`src/pkg/acsc_defs.vh`:
```
// cycle state codes, layer layout and timing counts for the bus cycle classifier
`ifndef ACSC_DEFS_VH
`define ACSC_DEFS_VH

// ------------------------------------------------------------
// bus transfer and response encodings
// ------------------------------------------------------------
`define ACSC_TRANS_IDLE 2'h0
`define ACSC_TRANS_BUSY 2'h1
`define ACSC_TRANS_NSEQ 2'h2
`define ACSC_TRANS_SEQ 2'h3
`define ACSC_RESP_OKAY 2'h0
`define ACSC_RESP_ERROR 2'h1
`define ACSC_RESP_RETRY 2'h2
`define ACSC_RESP_SPLIT 2'h3

// ------------------------------------------------------------
// cycle state codes
// ------------------------------------------------------------
`define ACSC_ST_IDLE 6'h00
`define ACSC_ST_SEQ_INCR 6'h01
`define ACSC_ST_BUSY 6'h02
`define ACSC_ST_SEQ_INCR4 6'h03
`define ACSC_ST_SEQ_WRAP8 6'h04
`define ACSC_ST_SEQ_INCR8 6'h05
`define ACSC_ST_ERROR_NEXT 6'h06
`define ACSC_ST_RETRY_NEXT 6'h06
`define ACSC_ST_SEQ_INCR16 6'h07
`define ACSC_ST_NR_BASE 6'h08
`define ACSC_ST_STALL_TARGET 6'h0C
`define ACSC_ST_STALL_MATRIX 6'h0D
`define ACSC_ST_STALL_ARB 6'h0E
`define ACSC_ST_NW_BASE 6'h10
`define ACSC_ST_SEQ_WRAP4 6'h1A
`define ACSC_ST_SEQ_WRAP16 6'h1B
`define ACSC_ST_NR_HIGH_BASE 6'h1C

// ------------------------------------------------------------
// packet layout: layer 0 lcd .. 6 gxi
// ------------------------------------------------------------
`define ACSC_LAYERS 7
`define ACSC_PKT_W 33
`define ACSC_LSB_LCD 0
`define ACSC_LSB_EXP 4
`define ACSC_LSB_DMA1 9
`define ACSC_LSB_DMA0 14
`define ACSC_LSB_ARMI 19
`define ACSC_LSB_ARMD 23
`define ACSC_LSB_GXI 29
`define ACSC_MASK_LCD 32'h0000FFEF
`define ACSC_MASK_EXP 32'hFC7F7FFF
`define ACSC_MASK_DMA1 32'h801F7FEB
`define ACSC_MASK_DMA0 32'h902373EB
`define ACSC_MASK_ARMI 32'h0000FF59
`define ACSC_MASK_ARMD 32'h707F7F79
`define ACSC_MASK_GXI 32'h0000FFFF

// ------------------------------------------------------------
// timing
// ------------------------------------------------------------
`define ACSC_LAG_CYCLES 3
`define ACSC_PKT_REG_STAGES 1

`endif

```
`src/acsc_delay.v`:
```
// fixed-depth register delay line for the trace packet
`timescale 1ns/1ns
module acsc_delay #(
  parameter WIDTH = 33,
  parameter DEPTH = 2
) (
  // clock and reset
  input wire sys_clk,
  input wire rst,
  // data
  input wire [WIDTH-1:0] din,
  output wire [WIDTH-1:0] dout
);

  // ------------------------------------------------------------
  // stages
  // ------------------------------------------------------------
  // one register per stage, each with a single driver
  genvar g;
  generate
    for (g = 0; g < DEPTH; g = g + 1) begin : gen_stage
      reg [WIDTH-1:0] q;
      wire [WIDTH-1:0] d;
      if (g == 0) begin : gen_first
        assign d = din;
      end else begin : gen_next
        assign d = gen_stage[g-1].q;
      end
      always @(posedge sys_clk) begin
        if (rst) begin
          q <= {WIDTH{1'b0}};
        end else begin
          q <= d;
        end
      end
    end
  endgenerate

  assign dout = gen_stage[DEPTH-1].q;

endmodule

```
`src/acsc_classifier.v`:
```
// per-layer bus cycle classifier feeding the 33-bit trace packet
//
// Operation
// - idle transfer completing gives the idle state
// - busy transfer completing gives the busy state
// - first cycle of a two-cycle error response gives error-next
// - first cycle of a two-cycle retry response gives retry-next; second cycle free
// - wait inserted by the addressed slave gives stall_target
// - wait while the matrix sets up a connection gives stall_matrix_connect
// - wait from arbitration between masters gives stall_arbitration
// - completed sequential beat gives a state per burst type
// - completed nonsequential read gives a state naming the source slave, the idle state for slave seven
// - completed nonsequential write gives a state naming the written slave
// - sequential states carry no direction and no slave number
// - nonsequential states carry no burst type
// - each layer emits only the states its master can produce
// - one wait state per wait cycle, completion state only in last cycle
// - stretched wrap-four beats give stall_target then seq_wrap_burst_of_four
// - fixed base codes for idle, busy, error-next and the three waits
// - all layers packed in one 33-bit packet each clock, fixed widths
// - packet appears on the trace port three clocks after the bus cycle
`timescale 1ns/1ns
`include "acsc_defs.vh"
module acsc_classifier (
  // clock and reset
  input wire sys_clk,
  input wire rst,
  // observed layers, 0 lcd, 1 exp, 2 dma1, 3 dma0, 4 cpu-i, 5 cpu-d, 6 gxi
  input wire [2*`ACSC_LAYERS-1:0] lay_trans,
  input wire [`ACSC_LAYERS-1:0] lay_write,
  input wire [3*`ACSC_LAYERS-1:0] lay_burst,
  input wire [3*`ACSC_LAYERS-1:0] lay_slave,
  input wire [2*`ACSC_LAYERS-1:0] lay_resp,
  input wire [`ACSC_LAYERS-1:0] lay_ready,
  // wait causes from the matrix and arbiter
  input wire [`ACSC_LAYERS-1:0] lay_matrix_wait,
  input wire [`ACSC_LAYERS-1:0] lay_arb_wait,
  // trace output
  output wire [`ACSC_PKT_W-1:0] trace_output_port
);

  // ------------------------------------------------------------
  // layer layout
  // ------------------------------------------------------------
  // field bounds of each layer in the packet
  function integer lay_lsb;
    input integer i;
    begin
      case (i)
        0: lay_lsb = `ACSC_LSB_LCD;
        1: lay_lsb = `ACSC_LSB_EXP;
        2: lay_lsb = `ACSC_LSB_DMA1;
        3: lay_lsb = `ACSC_LSB_DMA0;
        4: lay_lsb = `ACSC_LSB_ARMI;
        5: lay_lsb = `ACSC_LSB_ARMD;
        default: lay_lsb = `ACSC_LSB_GXI;
      endcase
    end
  endfunction

  function integer lay_msb;
    input integer i;
    begin
      if (i == `ACSC_LAYERS-1) begin
        lay_msb = `ACSC_PKT_W-1;
      end else begin
        lay_msb = lay_lsb(i+1)-1;
      end
    end
  endfunction

  function [31:0] lay_mask;
    input integer i;
    begin
      case (i)
        0: lay_mask = `ACSC_MASK_LCD;
        1: lay_mask = `ACSC_MASK_EXP;
        2: lay_mask = `ACSC_MASK_DMA1;
        3: lay_mask = `ACSC_MASK_DMA0;
        4: lay_mask = `ACSC_MASK_ARMI;
        5: lay_mask = `ACSC_MASK_ARMD;
        default: lay_mask = `ACSC_MASK_GXI;
      endcase
    end
  endfunction

  // ------------------------------------------------------------
  // code decoders
  // ------------------------------------------------------------
  // sequential code depends on burst type only
  function [5:0] seq_code;
    input [2:0] burst;
    begin
      case (burst)
        3'h2: seq_code = `ACSC_ST_SEQ_WRAP4;
        3'h3: seq_code = `ACSC_ST_SEQ_INCR4;
        3'h4: seq_code = `ACSC_ST_SEQ_WRAP8;
        3'h5: seq_code = `ACSC_ST_SEQ_INCR8;
        3'h6: seq_code = `ACSC_ST_SEQ_WRAP16;
        3'h7: seq_code = `ACSC_ST_SEQ_INCR16;
        default: seq_code = `ACSC_ST_SEQ_INCR;
      endcase
    end
  endfunction

  // nonsequential code depends on direction and slave only
  function [5:0] nseq_code;
    input write;
    input [2:0] slave;
    begin
      if (write) begin
        nseq_code = `ACSC_ST_NW_BASE + {3'h0, slave};
      end else if (slave == 3'h7) begin
        // no slave behind number seven; report the idle code
        nseq_code = `ACSC_ST_IDLE;
      end else if (slave < 3'h4) begin
        nseq_code = `ACSC_ST_NR_BASE + {3'h0, slave};
      end else begin
        nseq_code = `ACSC_ST_NR_HIGH_BASE + {3'h0, slave} - 6'h04;
      end
    end
  endfunction

  // ------------------------------------------------------------
  // per-layer classification
  // ------------------------------------------------------------
  wire [`ACSC_PKT_W-1:0] next_packet;
  reg [`ACSC_PKT_W-1:0] packet;
  // packet register plus the delay stages make up the full lag
  localparam DELAY_DEPTH = `ACSC_LAG_CYCLES - `ACSC_PKT_REG_STAGES;

  genvar g;
  generate
    for (g = 0; g < `ACSC_LAYERS; g = g + 1) begin : gen_layer
      localparam LSB = lay_lsb(g);
      localparam MSB = lay_msb(g);
      localparam [31:0] MASK = lay_mask(g);

      wire [1:0] trans = lay_trans[2*g +: 2];
      wire [1:0] resp = lay_resp[2*g +: 2];
      wire ready = lay_ready[g];

      // address phase held for the data phase
      // the bus holds it through waits, so take it only on ready
      reg [1:0] dp_trans;
      reg dp_write;
      reg [2:0] dp_burst;
      reg [2:0] dp_slave;
      reg [5:0] code;
      reg [5:0] done_code;

      always @(posedge sys_clk) begin
        if (rst) begin
          dp_trans <= `ACSC_TRANS_IDLE;
          dp_write <= 1'b0;
          dp_burst <= 3'h0;
          dp_slave <= 3'h0;
        end else if (ready) begin
          dp_trans <= trans;
          dp_write <= lay_write[g];
          dp_burst <= lay_burst[3*g +: 3];
          dp_slave <= lay_slave[3*g +: 3];
        end
      end

      always @* begin
        // completion code of the held data phase
        case (dp_trans)
          `ACSC_TRANS_IDLE: done_code = `ACSC_ST_IDLE;
          `ACSC_TRANS_BUSY: done_code = `ACSC_ST_BUSY;
          `ACSC_TRANS_SEQ: done_code = seq_code(dp_burst);
          `ACSC_TRANS_NSEQ: done_code = nseq_code(dp_write, dp_slave);
          default: done_code = `ACSC_ST_IDLE;
        endcase
        // codes this master cannot produce are never emitted
        if (!MASK[done_code[4:0]]) begin
          done_code = `ACSC_ST_IDLE;
        end
        // response first half beats any wait cause
        if (!ready && resp == `ACSC_RESP_ERROR) begin
          code = `ACSC_ST_ERROR_NEXT;
        end else if (!ready && (resp == `ACSC_RESP_RETRY || resp == `ACSC_RESP_SPLIT)) begin
          code = `ACSC_ST_RETRY_NEXT;
        end else if (!ready && lay_matrix_wait[g]) begin
          code = `ACSC_ST_STALL_MATRIX;
        end else if (!ready && lay_arb_wait[g]) begin
          code = `ACSC_ST_STALL_ARB;
        end else if (!ready) begin
          code = `ACSC_ST_STALL_TARGET;
        end else begin
          code = done_code;
        end
      end

      // narrow layers keep only the low code bits
      assign next_packet[MSB:LSB] = code[MSB-LSB:0];
    end
  endgenerate

  // ------------------------------------------------------------
  // packet register and output delay
  // ------------------------------------------------------------
  always @(posedge sys_clk) begin
    if (rst) begin
      packet <= {`ACSC_PKT_W{1'b0}};
    end else begin
      packet <= next_packet;
    end
  end

  acsc_delay #(
    .WIDTH(`ACSC_PKT_W),
    .DEPTH(DELAY_DEPTH)
  ) u_delay (
    .sys_clk(sys_clk),
    .rst(rst),
    .din(packet),
    .dout(trace_output_port)
  );

endmodule

```
`config.mk`:
```
export PLATFORM = sky130hd
export DESIGN_NAME = acsc_classifier
export DESIGN_NICKNAME = d
export VERILOG_FILES = /design/src/acsc_delay.v /design/src/acsc_classifier.v
export VERILOG_INCLUDE_DIRS = /design/src /design/src/pkg
export SDC_FILE = /design/constraint.sdc
export NUM_CORES = 1
export LEC_CHECK = 0
export ABC_AREA = 1
export BUFFER_PORTS_ARGS = -buffer_cell sky130_fd_sc_hd__buf_2
export CAP_MARGIN = 20
export CORE_MARGIN = 10
export CORE_UTILIZATION = 40
export DETAILED_ROUTE_END_ITERATION = 8
export PLACE_DENSITY = 0.71
export SYNTH_ARGS = -nofsm -noshare
export SYNTH_HDL_FRONTEND = slang
export SYNTH_SLANG_ARGS = --single-unit
```
`constraint.sdc`:
```
create_clock -name sys_clk -period 2 [get_ports sys_clk]
set_input_delay 0.3 -clock sys_clk [delete_from_list [all_inputs] [get_ports sys_clk]]
set_output_delay 0.3 -clock sys_clk [all_outputs]
set_load 0.01 [all_outputs]
```
==> flow_metrics.tcl <==
set metrics [dict create \
    cts_made_buffers 17 \
    drtPass1Iterations 4 \
    htreeDepth 4 \
    grt_usage 0.1344 \
    syn2layout_area_growth_pct 23.29 \
    setup_viol 0 \
    layout_setup_ws_ns 0.1255 \
    ys_ff_latch 159 \
    drive_gt1_frac 0.2031 \
    seq_area_sq_um 3187 \
    routed_wirelength_mm 13.91 \
    grt_pass1_wl_mm 22.87 \
    rows 45 \
    crit_family "compound AO/OA/AOI/OAI gates" \
    clkTransAtPathRegs_ns 0.06 \
    yosysUniqueCellTypes 42 \
    clkLatencyLatePin_ns 0.42 \
    ys_top_cells_by_area "dfxtp_1, nor2_1, inv_1, o21ai_0, nand2_1" \
    p_total_mw 7.125 \
    place_area_sq_um 7014 \
    dp_hpwl_mm 10.19 \
    drc 0 \
    final_cells 1163 \
    hp-class "in2reg" \
    holdWs_ns 0.1020 \
    fillers 1536 \
    die_h_microns 144.2 \
    power_per_cell_area_nw_per_um2 936.3 \
    vdd_drop_max_v 0.0005149 \
    min_period_ns 1.875 \
    synth-seq-area-share 0.5157 \
    fmax_mhz 533.5 \
    antennaDiodeCount 0 \
    slew_violations 0 \
    synth_ff_type "dfxtp_1" \
    clock-root-buffer "clkbuf_16" \
    coreArea_sq_um 15150 \
    final.period_utilization 0.9373 \
    clock-skew-final_ns 0.009295 \
    clockBufferDepth 2 \
    synth_area_sq_um 6172 \
    synth_top_cell_area_share 0.5157 \
    crit_type "reg2reg" \
    utilization 0.5024 \
    nNetsFinal 1064 \
    syn_avg_cell_area_sq_um 7.427 \
    yosys_warnings 0 \
    syn_inst 831 \
    antenna_found_initial 0 \
    worstPathRequired_ns 2.29 \
    dr.first_iter.drc_count 272 \
    post_drt_wl_per_cell_microns 11.96 \
    multi_input_area_sq_um 2394 \
    p_leak_nw 3.522 \
    synthTopCellsByCount "dfxtp_1, nor2_1, inv_1" \
    start_util 0.4075 \
    end_kind "register" \
    die_w_microns 144.2 \
    via_count 5312 \
    avgViaCountPerCell 4.567 \
    fin_area_sq_um 7610 \
    grt_max_degree 80 \
    status "completed" \
    synth.largest_area_cell "dfxtp_1" \
    crit_buf_inv 3 \
    arrival_ns 2.17 \
    grt_pass1_vias 5034 \
    die-area_sq_um 20800 \
    hold_violations 0 \
    synth_most_common_cell "dfxtp_1" \
    tns_ns 0 \
    drv_cap 0 \
    pre_cts_ws_ns -0.01485 \
    cp_slowest_stage_delay_ns 0.32 \
    holdBufCountCts 0 \
    synth_edf_count 0 \
    path_cells "inv_1, a21oi_1, o21ai_1, a32o_2, ha_1, inv_1, o21ai_1, nand3_1, nand2_1, inv_1, nand3_1, nand2_1, nand2_1, a21oi_1" \
    cts_tree "done" \
    io_buffers 131 \
    cts_sinks 159 \
    overflow 0 \
    path_max_fanout 4 \
    ios 133 \
    gp_congestion 0.8866 \
    syn-num-nets 933 \
    dp.cells 1129 \
    async_reset_ff_frac 0 \
    worst_path_max_delay_cell "dfxtp_1" \
    startpoint_type "register" \
    postRouteAntennaNets 0 \
]
## layer usage
layer	share of wire	track usage	up-vias
met5	0	0	-
met4	0.013	0.05213	0
met3	0.051	0.03969	12
met2	0.47	0.2221	94
met1	0.47	0.1610	2325
li1	-	-	2881
## cells in the final DEF (no fill, tap or decap), types with 6 or more instances in the layout
| master | instances |
|---|---|
| dfxtp_1 | 156 |
| nor2_1 | 152 |
| buf_2 | 131 |
| inv_1 | 127 |
| nand2_1 | 102 |
| o21ai_0 | 92 |
| a21oi_1 | 67 |
| nand3_1 | 41 |
| clkbuf_16 | 17 |
| nand2_2 | 7 |
| buf_4 | 7 |
| nand4_1 | 6 |
| inv_2 | 6 |
| clkinvlp_4 | 6 |
## repair_timing
item                                    4_1_cts  5_1_grt
pin swaps                                     1        1
endpoints found under the setup margin        1        3
setup buffers                                 0        2
gates resized for setup                       3        7
## worst min-delay path, delay by kind of cell
kind | cells | cell delay [ns]
buf+inv | 1 | 0.08
simple gates | 2 | 0.11
## power breakdown
part           internal, mW  switching, mW
Clock                  1.81           1.23
Combinational         0.268          0.403
Sequential             3.33         0.0863
Total                  5.41           1.72
## final cells by class
type	count	share of cell area
tap	188	0.03091
clock buffer	23	0.06281
inverter	134	0.06610
sequential	159	0.4188
timing repair buffer	139	0.09569
clock inverter	9	0.01118
multi-input combinational	511	0.3145
## sequential cells by signal (all words and copies together), names as in the netlist
register             cells
gen_layer.dp_burst      21
gen_layer.dp_slave      21
gen_layer.dp_trans      14
gen_layer.dp_write       7
packet                  32
u_delay.dout            32
u_delay.gen_stage.q     32
## final timing paths
check	startpoint	end	slack, ns	cells after the start
hold reg to reg	packet[9]$_SDFF_PP0_	u_delay.gen_stage[0].q[9]$_SDFF_PP0_	0.40	2
hold / removal	lay_slave[1]	gen_layer[0].dp_slave[1]$_SDFFE_PP0P_	0.10	3
setup reg to reg	gen_layer[5].dp_burst[1]$_SDFFE_PP0P_	packet[24]$_SDFF_PP0_	0.13	14
setup / recovery	gen_layer[5].dp_burst[1]$_SDFFE_PP0P_	packet[24]$_SDFF_PP0_	0.13	14
## logic make-up (layout without fill, tap and decap cells)
| logic type | after synthesis | after routing | share of synthesized area |
|---|---|---|---|
| compound gates | 177 | 177 | 0.1537 |
| xor+xnor | 2 | 2 | 0.002839 |
| fa+ha+maj | 2 | 2 | 0.004054 |
| buf+inv | 161 | 305 | 0.09872 |
| flops | 159 | 159 | 0.5157 |
| other cells | 1 | 1 | 0.0006076 |
| simple gates | 329 | 329 | 0.2244 |
Power figures use the tool's default switching activity.
